==> src/common/dlid_pkg.sv <==
// Shared constants and types for the debug link instruction decoder
package dlid_pkg;
  // ---------------------------------------------------------------
  // Opcodes in bits 7:5 of the instruction byte
  // ---------------------------------------------------------------
  localparam logic [2:0] OP_DLOAD = 3'h0;
  localparam logic [2:0] OP_ILOAD = 3'h1;
  localparam logic [2:0] OP_DSTORE = 3'h2;
  localparam logic [2:0] OP_ISTORE = 3'h3;
  localparam logic [2:0] OP_CSLOAD = 3'h4;
  localparam logic [2:0] OP_REPEAT = 3'h5;
  localparam logic [2:0] OP_CSSTORE = 3'h6;
  localparam logic [2:0] OP_KEY = 3'h7;
  // ---------------------------------------------------------------
  // Field positions
  // ---------------------------------------------------------------
  localparam int OPC_LSB = 5;
  localparam int SZA_LSB = 2;
  localparam int SZB_LSB = 0;
  localparam int SIB_BIT = 2;
  localparam int CSA_LSB = 0;
  // ---------------------------------------------------------------
  // Field codes and fixed values
  // ---------------------------------------------------------------
  localparam logic [1:0] SZ_RSVD = 2'h3;
  localparam logic [1:0] SZB_WORD = 2'h1;
  localparam logic [1:0] PTR_AT = 2'h0;
  localparam logic [1:0] PTR_INC = 2'h1;
  localparam logic [1:0] PTR_REG = 2'h2;
  localparam logic [4:0] KEY64_BYTES = 5'h08;
  localparam logic [4:0] KEY128_BYTES = 5'h10;
  localparam logic [7:0] ACK_BYTE = 8'h40;
  localparam logic [7:0] RPT_RST = 8'h00;
  // Sequencer states
  typedef enum logic [3:0] {S_IDLE, S_OPER, S_EXEC, S_BUS, S_CSRD, S_SEND, S_FIN, S_ERR} dlid_state_t;
endpackage

==> src/design/dlid_fifo.sv <==
// Response byte FIFO between the sequencer and the physical layer
`timescale 1ns/10ps
module dlid_fifo #(
  parameter int W = 11,
  parameter int D = 16
) (
  input wire logic i_ref_clk,
  input wire logic i_rst,
  input wire logic i_in_valid,
  output logic o_in_ready,
  input wire logic [W-1:0] i_in_data,
  output logic o_out_valid,
  input wire logic i_out_ready,
  output logic [W-1:0] o_out_data
);
  // Depth must be a power of two: pointers wrap naturally
  localparam int AW = $clog2(D);
  logic [W-1:0] mem_r [D]; // Storage words
  logic [AW:0] wp_r; // Write pointer, extra wrap bit
  logic [AW:0] rp_r; // Read pointer, extra wrap bit
  logic full;
  logic empty;
  assign full = (wp_r[AW] != rp_r[AW]) && (wp_r[AW-1:0] == rp_r[AW-1:0]);
  assign empty = (wp_r == rp_r);
  assign o_in_ready = !full;
  assign o_out_valid = !empty;
  assign o_out_data = mem_r[rp_r[AW-1:0]];
  // Write side
  always_ff @(posedge i_ref_clk)
  begin
    if (i_in_valid && !full)
      mem_r[wp_r[AW-1:0]] <= i_in_data;
  end
  // Pointer update
  always_ff @(posedge i_ref_clk)
  begin
    if (i_rst)
    begin
      wp_r <= '0;
      rp_r <= '0;
    end
    else
    begin
      if (i_in_valid && !full)
        wp_r <= wp_r + 1'b1;
      if (i_out_ready && !empty)
        rp_r <= rp_r + 1'b1;
    end
  end
endmodule // dlid_fifo

==> src/design/dlid_core.sv <==
// Instruction decoder and data link sequencer of the debug port
// Function
// One-byte instruction, preceded by baud sync character
// Decode eight three-bit opcodes
// Address size selects one to three bytes
// Pointer field: at, post-increment, register itself
// Data size: byte or word
// Key size and key/info-block selector
// Address and data operands up to 32 bits
// Direct load returns data after guard time
// Repeated direct load resends address, no increment
// Pass request to bus layer, return data
// Direct store acks address, then write
// Indirect load via pointer, or returns pointer
// Debugger writes pointer before indirect load
// Pointer write acknowledged after address bytes
// Indirect store, optional post-increment, acknowledged
// Repeated store data sent after each ack
// Repeat runs count plus one times
// Idle bits before first turnaround byte
// Error state ignores all but break
// Reserved codes: no access, no ack
`timescale 1ns/10ps
module dlid_core import dlid_pkg::*; #(
  parameter int ADDR_W = 24,
  parameter int FIFO_DEPTH = 16
) (
  input wire logic i_ref_clk,
  input wire logic i_rst,
  input wire logic i_rx_valid,
  input wire logic [7:0] i_rx_data,
  input wire logic i_rx_sync,
  input wire logic i_rx_break,
  input wire logic i_rx_error,
  input wire logic [2:0] i_guard_idle_count,
  output logic o_tx_valid,
  output logic [7:0] o_tx_data,
  output logic [2:0] o_tx_idle_bits,
  input wire logic i_tx_ready,
  output logic o_bus_req,
  output logic o_bus_we,
  output logic o_bus_word,
  output logic [ADDR_W-1:0] o_bus_addr,
  output logic [15:0] o_bus_wdata,
  input wire logic i_bus_ack,
  input wire logic i_bus_err,
  input wire logic [15:0] i_bus_rdata,
  output logic o_cs_wr,
  output logic [3:0] o_cs_addr,
  output logic [7:0] o_cs_wdata,
  input wire logic [7:0] i_cs_rdata,
  input wire logic [127:0] i_sib_data,
  output logic o_key_done,
  output logic o_error
);
  // ---------------------------------------------------------------
  // Decode helpers
  // ---------------------------------------------------------------
  // Byte count of a size code
  function automatic logic [4:0] f_nbytes(input logic [1:0] code);
    f_nbytes = 5'(code) + 5'h01;
  endfunction
  // Legal instruction check
  function automatic logic f_ok(input logic [7:0] b);
    logic [2:0] op;
    op = b[OPC_LSB +: 3];
    // reserved codes
    case (op)
      // address size 3 reserved, R4 pointer code 3 reserved, R5 data size 2/3 reserved
      OP_DLOAD, OP_DSTORE, OP_ILOAD, OP_ISTORE:
        f_ok = (b[SZA_LSB +: 2] != SZ_RSVD) && !b[SZB_LSB + 1];
      // key size above 128 bits reserved
      OP_REPEAT, OP_KEY:
        f_ok = !b[SZB_LSB + 1];
      default:
        f_ok = 1'b1;
    endcase
  endfunction
  // ---------------------------------------------------------------
  // State
  // ---------------------------------------------------------------
  dlid_state_t st_r; // Sequencer state
  logic [7:0] ins_r; // Current instruction
  logic [4:0] cnt_r; // Byte counter
  logic [4:0] len_r; // Bytes in this phase
  logic [31:0] opnd_r; // Received operand, little endian
  logic [31:0] data_r; // Bytes to send
  logic [ADDR_W-1:0] ptr_r; // Address pointer
  logic [7:0] rpt_r; // Repeats still to run
  logic sync_r; // Sync seen, instruction may follow
  logic replay_r; // Rerun ins_r without sync
  logic phase_r; // Store: 0 address, 1 data
  logic sib_r; // Send source is the info block
  logic dir_tx_r; // Link already turned to transmit
  logic bus_req_r;
  logic bus_we_r;
  logic bus_word_r;
  logic [ADDR_W-1:0] bus_addr_r;
  logic [15:0] bus_wdata_r;
  logic cs_wr_r;
  logic [3:0] cs_addr_r;
  logic [7:0] cs_wdata_r;
  logic key_done_r;
  logic error_r;
  // ---------------------------------------------------------------
  // Field views and stream glue
  // ---------------------------------------------------------------
  logic [2:0] opc;
  logic [1:0] fa;
  logic [1:0] fb;
  logic dec_go;
  logic [7:0] dec_b;
  logic fifo_rdy;
  logic push;
  logic [7:0] tx_byte;
  logic [2:0] tx_idle;
  assign opc = ins_r[OPC_LSB +: 3];
  assign fa = ins_r[SZA_LSB +: 2];
  assign fb = ins_r[SZB_LSB +: 2];
  // new instruction only after a sync character
  assign dec_go = (st_r == S_IDLE) && (replay_r || (i_rx_valid && sync_r));
  assign dec_b = replay_r ? ins_r : i_rx_data;
  assign push = (st_r == S_SEND) && fifo_rdy;
  assign tx_byte = sib_r ? i_sib_data[{cnt_r[3:0], 3'h0} +: 8] : data_r[{cnt_r[1:0], 3'h0} +: 8];
  // guard idle bits only on first byte after turnaround
  assign tx_idle = dir_tx_r ? 3'h0 : i_guard_idle_count;
  // ---------------------------------------------------------------
  // Response FIFO; a full FIFO holds the sequencer in S_SEND
  // ---------------------------------------------------------------
  dlid_fifo #(
    .W(11),
    .D(FIFO_DEPTH)
  ) u_fifo (
    .i_ref_clk(i_ref_clk),
    .i_rst(i_rst),
    .i_in_valid(st_r == S_SEND),
    .o_in_ready(fifo_rdy),
    .i_in_data({tx_idle, tx_byte}),
    .o_out_valid(o_tx_valid),
    .i_out_ready(i_tx_ready),
    .o_out_data({o_tx_idle_bits, o_tx_data})
  );
  // ---------------------------------------------------------------
  // Sync flag and link direction
  // ---------------------------------------------------------------
  always_ff @(posedge i_ref_clk)
  begin
    if (i_rst || i_rx_break)
      sync_r <= 1'b0;
    else if (i_rx_sync)
      sync_r <= 1'b1;
    else if (dec_go && !replay_r)
      sync_r <= 1'b0;
  end
  // Received traffic turns the link round again
  always_ff @(posedge i_ref_clk)
  begin
    if (i_rst || i_rx_valid || i_rx_sync)
      dir_tx_r <= 1'b0;
    else if (push)
      dir_tx_r <= 1'b1;
  end
  // ---------------------------------------------------------------
  // Sequencer
  // ---------------------------------------------------------------
  always_ff @(posedge i_ref_clk)
  begin
    cs_wr_r <= 1'b0;
    key_done_r <= 1'b0;
    if (i_rst)
    begin
      st_r <= S_IDLE;
      ins_r <= 8'h00;
      cnt_r <= 5'h00;
      len_r <= 5'h00;
      opnd_r <= 32'h0000_0000;
      data_r <= 32'h0000_0000;
      ptr_r <= '0;
      rpt_r <= RPT_RST;
      replay_r <= 1'b0;
      phase_r <= 1'b0;
      sib_r <= 1'b0;
      bus_req_r <= 1'b0;
      bus_we_r <= 1'b0;
      bus_word_r <= 1'b0;
      bus_addr_r <= '0;
      bus_wdata_r <= 16'h0000;
      cs_addr_r <= 4'h0;
      cs_wdata_r <= 8'h00;
      error_r <= 1'b0;
    end
    else if (i_rx_break)
    begin
      // break aborts repeat; R19 break leaves error
      st_r <= S_IDLE;
      rpt_r <= RPT_RST;
      replay_r <= 1'b0;
      bus_req_r <= 1'b0;
      error_r <= 1'b0;
    end
    else if (i_rx_error && st_r != S_ERR)
    begin
      // link error enters error state
      st_r <= S_ERR;
      bus_req_r <= 1'b0;
      error_r <= 1'b1;
    end
    else
    begin
      case (st_r)
        S_IDLE:
        begin
          if (dec_go)
          begin
            ins_r <= dec_b;
            replay_r <= 1'b0;
            cnt_r <= 5'h00;
            opnd_r <= 32'h0000_0000;
            sib_r <= 1'b0;
            phase_r <= 1'b0;
            if (!f_ok(dec_b))
            begin
              // invalid instruction: no access, no ack
              st_r <= S_ERR;
              error_r <= 1'b1;
            end
            else
            begin
              // opcode dispatch
              case (dec_b[OPC_LSB +: 3])
                // address bytes per size code
                OP_DLOAD, OP_DSTORE:
                begin
                  len_r <= f_nbytes(dec_b[SZA_LSB +: 2]);
                  st_r <= S_OPER;
                end
                OP_ILOAD:
                begin
                  len_r <= f_nbytes(dec_b[SZB_LSB +: 2]);
                  if (dec_b[SZA_LSB +: 2] == PTR_REG)
                  begin
                    // pointer read back
                    data_r <= 32'(ptr_r);
                    st_r <= S_SEND;
                  end
                  else
                  begin
                    // read through pointer
                    bus_req_r <= 1'b1;
                    bus_we_r <= 1'b0;
                    bus_word_r <= (dec_b[SZB_LSB +: 2] == SZB_WORD);
                    bus_addr_r <= ptr_r;
                    st_r <= S_BUS;
                  end
                end
                OP_ISTORE:
                begin
                  // pointer write takes size-field bytes
                  len_r <= f_nbytes(dec_b[SZB_LSB +: 2]);
                  phase_r <= (dec_b[SZA_LSB +: 2] != PTR_REG);
                  st_r <= S_OPER;
                end
                OP_CSLOAD:
                begin
                  cs_addr_r <= dec_b[CSA_LSB +: 4];
                  st_r <= S_CSRD;
                end
                OP_KEY:
                begin
                  // key length and direction
                  len_r <= dec_b[SZB_LSB] ? KEY128_BYTES : KEY64_BYTES;
                  sib_r <= dec_b[SIB_BIT];
                  st_r <= dec_b[SIB_BIT] ? S_SEND : S_OPER;
                end
                default:
                begin
                  // Repeat count and control store take one byte
                  len_r <= 5'h01;
                  st_r <= S_OPER;
                end
              endcase
            end
          end
        end
        S_OPER:
        begin
          if (i_rx_valid)
          begin
            // operand of up to four bytes, low byte first
            opnd_r[{cnt_r[1:0], 3'h0} +: 8] <= i_rx_data;
            cnt_r <= cnt_r + 5'h01;
            if (cnt_r == len_r - 5'h01)
              st_r <= S_EXEC;
          end
        end
        S_EXEC:
        begin
          cnt_r <= 5'h00;
          len_r <= 5'h01;
          data_r <= 32'(ACK_BYTE);
          st_r <= S_FIN;
          case (opc)
            OP_DLOAD:
            begin
              // read at the freshly sent address
              bus_req_r <= 1'b1;
              bus_we_r <= 1'b0;
              bus_word_r <= (fb == SZB_WORD);
              bus_addr_r <= opnd_r[ADDR_W-1:0];
              st_r <= S_BUS;
            end
            OP_DSTORE, OP_ISTORE:
            begin
              if (!phase_r && opc == OP_ISTORE)
              begin
                // pointer written, then ack
                ptr_r <= opnd_r[ADDR_W-1:0];
                st_r <= S_SEND;
              end
              else if (!phase_r)
              begin
                // address taken, ack it
                bus_addr_r <= opnd_r[ADDR_W-1:0];
                st_r <= S_SEND;
              end
              else
              begin
                // data write request
                bus_req_r <= 1'b1;
                bus_we_r <= 1'b1;
                bus_word_r <= (fb == SZB_WORD);
                bus_wdata_r <= opnd_r[15:0];
                if (opc == OP_ISTORE)
                  bus_addr_r <= ptr_r;
                st_r <= S_BUS;
              end
            end
            OP_REPEAT:
              rpt_r <= opnd_r[7:0];
            OP_CSSTORE:
            begin
              // Control store: no response byte
              cs_wr_r <= 1'b1;
              cs_addr_r <= ins_r[CSA_LSB +: 4];
              cs_wdata_r <= opnd_r[7:0];
            end
            default:
              key_done_r <= 1'b1;
          endcase
        end
        S_BUS:
        begin
          if (i_bus_ack)
          begin
            bus_req_r <= 1'b0;
            cnt_r <= 5'h00;
            if (i_bus_err)
            begin
              // access error
              st_r <= S_ERR;
              error_r <= 1'b1;
            end
            else
            begin
              // buffered read data, or write ack
              data_r <= bus_we_r ? 32'(ACK_BYTE) : 32'(i_bus_rdata);
              len_r <= bus_we_r ? 5'h01 : f_nbytes(fb);
              st_r <= S_SEND;
              // post-increment by data size
              if (opc != OP_DLOAD && opc != OP_DSTORE && fa == PTR_INC)
                ptr_r <= ptr_r + ADDR_W'(f_nbytes(fb));
            end
          end
        end
        S_CSRD:
        begin
          data_r <= 32'(i_cs_rdata);
          len_r <= 5'h01;
          cnt_r <= 5'h00;
          st_r <= S_SEND;
        end
        S_SEND:
        begin
          // bytes leave in order, guard marked on first
          if (fifo_rdy)
          begin
            cnt_r <= cnt_r + 5'h01;
            if (cnt_r == len_r - 5'h01)
              st_r <= S_FIN;
          end
        end
        S_FIN:
        begin
          cnt_r <= 5'h00;
          opnd_r <= 32'h0000_0000;
          if (opc == OP_DSTORE && !phase_r)
          begin
            // now collect the data bytes
            phase_r <= 1'b1;
            len_r <= f_nbytes(fb);
            st_r <= S_OPER;
          end
          else if (opc != OP_REPEAT && rpt_r != RPT_RST)
          begin
            // rerun whole instruction, address resent
            rpt_r <= rpt_r - 8'h01;
            replay_r <= 1'b1;
            st_r <= S_IDLE;
          end
          else
            st_r <= S_IDLE;
        end
        default:
          // hold until break
          st_r <= S_ERR;
      endcase
    end
  end
  // ---------------------------------------------------------------
  // Output drive
  // ---------------------------------------------------------------
  assign o_bus_req = bus_req_r;
  assign o_bus_we = bus_we_r;
  assign o_bus_word = bus_word_r;
  assign o_bus_addr = bus_addr_r;
  assign o_bus_wdata = bus_wdata_r;
  assign o_cs_wr = cs_wr_r;
  assign o_cs_addr = cs_addr_r;
  assign o_cs_wdata = cs_wdata_r;
  assign o_key_done = key_done_r;
  assign o_error = error_r;

  logic quiet;
  assign quiet = !i_rx_break && !i_rx_error;
endmodule // dlid_core

==> config.mk <==
export PLATFORM = sky130hd
export DESIGN_NAME = dlid_core
export DESIGN_NICKNAME = d
export VERILOG_FILES = /design/src/common/dlid_pkg.sv /design/src/design/dlid_fifo.sv /design/src/design/dlid_core.sv
export SDC_FILE = /design/constraint.sdc
export NUM_CORES = 1
export LEC_CHECK = 0
export ABC_CLOCK_PERIOD_IN_PS = 8900
export BUFFER_PORTS_ARGS = -buffer_cell sky130_fd_sc_hd__buf_2
export CAP_MARGIN = 20
export CORE_ASPECT_RATIO = 1.25
export CORE_MARGIN = 5
export CORE_UTILIZATION = 39
export DETAILED_ROUTE_END_ITERATION = 10
export PLACE_DENSITY = 0.64
export SLEW_MARGIN = 20
export SYNTH_ARGS = -nofsm -noshare
export SYNTH_HDL_FRONTEND = slang
export SYNTH_SLANG_ARGS = --single-unit
==> constraint.sdc <==
create_clock -name i_ref_clk -period 8.9 [get_ports i_ref_clk]
set_clock_uncertainty 0.2 [all_clocks]
set_input_delay 2.225 -clock i_ref_clk [delete_from_list [all_inputs] [get_ports i_ref_clk]]
set_output_delay 2.225 -clock i_ref_clk [all_outputs]
set_load 0.02 [all_outputs]
## Yosys cells after proc, flatten, opt, wreduce, memory -nomap -nowiden

Memory sizes are Yosys's and may differ from the RTL's. A register that Yosys moved wholly into a read port is not among the register bits.
Cells that the tools add are included.

| cells by class | value |
|---|---|
| bitwise operators | 5 |
| reductions and logical operators | 68 |
| shift-type cells | 4 |
| equal/unequal tests | 62 |
| multiplexer cells | 124 |
| $add $sub $neg | 10 |

Operators by type and width:

| operator | number |
|---|---|
| two-way mux 24 bit | 12 |
| two-way mux 32 bit | 8 |
| one-hot mux 24 bit (2 select lines) | 3 |
| one-hot mux 32 bit (4 select lines) | 1 |
| variable part select 128 x 8 -> 8 bit | 1 |
| one-hot mux 32 bit (3 select lines) | 1 |
| two-way mux 5 bit | 11 |
| two-way mux 4 bit | 12 |
| two-way mux 1 bit | 43 |
| two-way mux 8 bit | 5 |
| one-hot mux 5 bit (4 select lines) | 2 |
| != test 2 bit (second input constant) | 17 |
| bitwise mux 32 bit | 1 |
| variable shift 8 x 7 -> 32 bit (first input constant) | 1 |
| variable part select 32 x 6 -> 8 bit | 1 |
| variable part select 8 x 7 -> 32 bit | 1 |
| != test 3 bit (second input constant) | 10 |
| AND reduction 5 bit | 6 |
| one-hot mux 4 bit (7 select lines) | 1 |
| AND reduction 9 bit | 3 |
| one-hot mux 5 bit (5 select lines) | 1 |
| adder 24 x 5 -> 24 bit | 1 |
| two-way mux 3 bit | 7 |
| AND reduction 10 bit | 2 |
| 47 further kinds | 122 |

| word-level totals | value |
|---|---|
| word-level logic and storage cells | 301 |
| RAM bits | 176 |
| memories | 1 |
| register bits after elaboration | 191 |
| input port bits | 172 |
| output and inout port bits | 70 |

Memory list:

| memory | words | bits a word | read ports | clocked after memory_dff | wr ports | RTL line | text |
|---|---|---|---|---|---|---|---|
| u_fifo.mem_r | 16 | 11 | 1 | 1 | 1 | dlid_fifo.sv:18 | `logic [W-1:0] mem_r [D];` |

## Logic depth before layout (Yosys ltp)

| depth | value |
|---|---|
| depth in word-level cells | 13 |
| gate-level depth with buffers | 11 |
| gate-level depth less buffers | 9 |

## Cells and area by module

A second synthesis with hierarchy kept.

| second synthesis, totals | value |
|---|---|
| cells, all modules | 1,484 |
| area total of the unflattened synthesis | 17,546.8 µm² |

By module, submodules not included:

| module | cells each | area an instance (µm²) | instances | sequential area each (µm²) |
|---|---|---|---|---|
| dlid_core | 1,136 | 9,873.2 | 1 | 3,263.1 |
| dlid_fifo | 348 | 7,673.6 | 1 | 5,565.3 |

## Worst setup path before layout

No wires, ideal clock.

| path | value |
|---|---|
| path type | register to output |
| start point | register with a tool-made name |
| end point | output port o_tx_data[0] |
| setup slack | 4.463 ns |
| required time | 6.475 ns |
| cell stages (with the launch flop) | 5 |
| arrival time | 2.012 ns |
| buffers on the path | 2 |
| cell sequence | dfxtp_1 > clkbuf_1 > buf_2 > mux4_2 > mux4_2 |

RTL lines:

| what | RTL line | text |
|---|---|---|
| end: declaration | dlid_core.sv:37 | `output logic [7:0] o_tx_data,` |

==> key figures <==
Finish
  – Commonest non-fill, non-tap cell in the layout: buf_2
  – Ratio of cells with drive above 1 in the final layout: 26.72%
  – Nets: 1888
  – Multi-input logic area: ~7600 sq um
  – FF+latch area: 8833 sq um
  – Area growth, synth to finish: 18.14%
  – Number of fill cells: 3993
  – Most frequent cells in the layout: buf_2, edfxtp_1, dfxtp_1, nand2_1, nor2_1
  – Post-route non-filler standard cell count: 2295

Floorplan
  – Chip width: around 200 microns
  – Initial Util: between 30% and 40%
  – Core Area: 43180 sq um
  – FP Rows: 85
  – Die Y: 243.6 microns
  – DIE AREA: 47970 sq um
  – I/O Pins: between 200 and 250

Drt
  – Residual DRC: 0
  – WL final: 52540 microns
  – Initial detailed-routing violation count: 1031
  – WL per Instance: 22.89 microns
  – Post-route ant nets: 0
  – Vias/cell: 5.722
  – Vias: about 13000
  – TritonRoute pass-1 iters: 5

Clock tree
  – CTS tree: built
  – Clock buffer depth: 3
  – Post_cts resized: 0
  – Worst skew pair latency: roughly 0.54 ns
  – H-tree levels: 2
  – Clock transition at path regs: 0.06 ns
  – Inserted Clock Buffers: 39
  – Root buf cell: clkbuf_16
  – Post-CTS Setup Bufs: 0
  – Hold_buf cts: 0
  – Clock sinks: approximately 350

Global routing
  – First-pass GRT wire length: 79640 microns
  – Congestion Overflow GR: 0
  – Initial antenna violation count: 2
  – Pin count of the biggest net entering global routing: 93
  – Vias in the first global route: ~13000
  – Total GRT Usage: a little over a fifth

Synthesis
  – Async S/R FF share, synth: 0%
  – EDFF count, synth: 176
  – Synthesis-stage register bit count: between 300 and 400
  – Synth unique cells: 81
  – Cells after synthesis: around 1500
  – Share of the synthesized area in the top cell type: between 30% and 40%
  – Dominant synthesized flop cell: dfxtp_1
  – Leading area contributor after synthesis: edfxtp_1
  – Cell area after synthesis: 17030 sq um
  – Post-synthesis net count: about 1700
  – Mean post-synth cell area: 11.30 sq um
  – Synth Warn #: 0
  – Post-synthesis sequential area ratio: 51.85%
  – Main area contributors after synthesis: edfxtp_1, dfxtp_1, mux4_2, a21oi_1, nand2_1

Placement
  – Dpl hpwl: 37270 microns
  – Final Wtd Congestion: between 0.9 and 1
  – Buffers on Ports: about 240
  – DP Cell Count: 2220

Power and ir drop
  – Cell Pwr Density: between 150 and 200 nW/um^2
  – Peak VDD IR: 146.3 uV
  – Total power: 0.003696 W
  – Leak pwr: 7.043 nW

Outcome
  – Status: finished, final reports clean

Timing
  – Tcrit/Tclk final: 59.08%
  – Worst hold margin: 0.2588 ns
  – Crit path time final: 5.258 ns
  – Final setup vio count: 0
  – Setup TNS: 0 ns
  – Final hold vios: 0
  – Worst slew pin tran: 1.072 ns
  – Final Max Slew Viols: 0
  – Relative slew slack: 28.54%
  – Fmax: 190.2 MHz
  – Unrepaired setup endpoints after global routing: false

Worst setup path
  – Startpoint Class: flop
  – Element type at the critical path end: primary output
  – Reg-to-reg setup timing slack: 5.47 ns
  – Worst path required time: 6.48 ns
  – Worst-path fanout max: 44
  – Critical path type: flop to primary output
  – WP data arrival: 2.83 ns

Min path
  – Min-delay worst type: flop to flop

Run
  – Max cap viols: 0
[cell type report]
type / count / share of cell area, %
diodes: 1 / 0.01244
clock buffers: 53 / 5.728
clock inverters: 19 / 1.113
inverters: 34 / 0.6344
multi-input cells: 1002 / 37.87
flip-flops and latches: 353 / 43.91
well taps: 565 / 3.514
repair buffers: 268 / 7.215
[cells by family after synthesis]
group	share of synthesized area [%]
compound gates	13.29
xor+xnor	1.080
fa+ha+maj	1.367
buf+inv	3.689
flops	51.85
mux	15.86
simple gates	12.87
[cells in the mapped netlist (4+ instances only)]
| library cell | n |
|---|---|
| edfxtp_1 | 176 |
| dfxtp_1 | 177 |
| buf_1 | 8 |
| nand2b_1 | 17 |
| a31oi_1 | 5 |
| xor2_1 | 13 |
| o211ai_1 | 6 |
| o21ai_1 | 19 |
| and2_1 | 11 |
| a32o_1 | 4 |
| nand3b_1 | 4 |
| a221oi_1 | 19 |
| nand2_1 | 144 |
| nor4_1 | 8 |
| o31ai_1 | 7 |
| o22ai_1 | 4 |
| o21ai_0 | 26 |
| a21o_1 | 7 |
| buf_2 | 37 |
| a21oi_1 | 127 |
| nor3_1 | 25 |
| mux4_2 | 95 |
| nand4_1 | 13 |
| nor2_1 | 139 |
| mux2_2 | 8 |
| a211oi_1 | 63 |
| and3_1 | 7 |
| mux2i_1 | 47 |
| nor2b_1 | 13 |
| inv_1 | 31 |
| a22oi_1 | 20 |
| clkbuf_1 | 71 |
| ha_1 | 17 |
| o32ai_1 | 4 |
| nand3_1 | 49 |
| or4_1 | 6 |
| o2111ai_1 | 4 |
| and4_1 | 4 |
| xnor2_1 | 8 |
[metrics by stage]
stage | cell area [sq um] | worst slack, ns | util (%)
2_1_floorplan | 17030 | 4.463 | -
3_3_place_gp | 18670 | 4.182 | 43.23
3_5_place_dp | 18670 | 4.103 | 43.25
4_1_cts | 20050 | 3.562 | 46.43
5_1_grt | 20120 | 3.461 | 46.59
6_report | 20120 | 3.642 | 46.59
[state kept, by name (all words and copies together) (netlist names), 3 cells and up, named ones only]
register	count
rpt_r	8
ptr_r	24
len_r	5
o_cs_addr	4
u_fifo.mem_r	176
o_bus_wdata	16
st_r	3
u_fifo.rp_r	5
cnt_r	5
data_r	24
o_cs_wdata	8
ins_r	7
u_fifo.wp_r	5
opnd_r	24
o_bus_addr	24
[worst max-delay path: stages, from the launching register on]
cell and delay [ns]:
dfxtp_2 0.31, buf_4 0.65, mux4_2 0.61, mux4_2 0.50, buf_2 0.18
[where the power goes]
| group | switching [W] | total [W] | internal (W) |
|---|---|---|---|
| clock | 0.000666 | 0.00170 | 0.00103 |
| sequential | 0.00000919 | 0.00172 | 0.00171 |
| combinational | 0.000167 | 0.000277 | 0.000110 |
| total | 0.000842 | 0.00370 | 0.00285 |
[layer usage]
metal | vias to the layer above | global-route usage (%) | wire [microns]
li1 | 6099 | - | -
met1 | 6496 | 26.93 | 21090
met2 | 455 | 37.68 | 27220
met3 | 81 | 3.289 | 2791
met4 | 0 | 5.998 | 1438
met5 | - | 0 | 0
[worst paths after layout]
kind                       start                  to  depth (start not counted)
hold / removal    o_bus_wdata[6]      o_bus_wdata[6]                          2
setup reg to reg        cnt_r[0]  u_fifo.mem_r[7][5]                          5
setup / recovery            flop        o_tx_data[7]                          4
hold reg to reg   o_bus_wdata[6]      o_bus_wdata[6]                          2
Power figures use the tool's default switching activity.
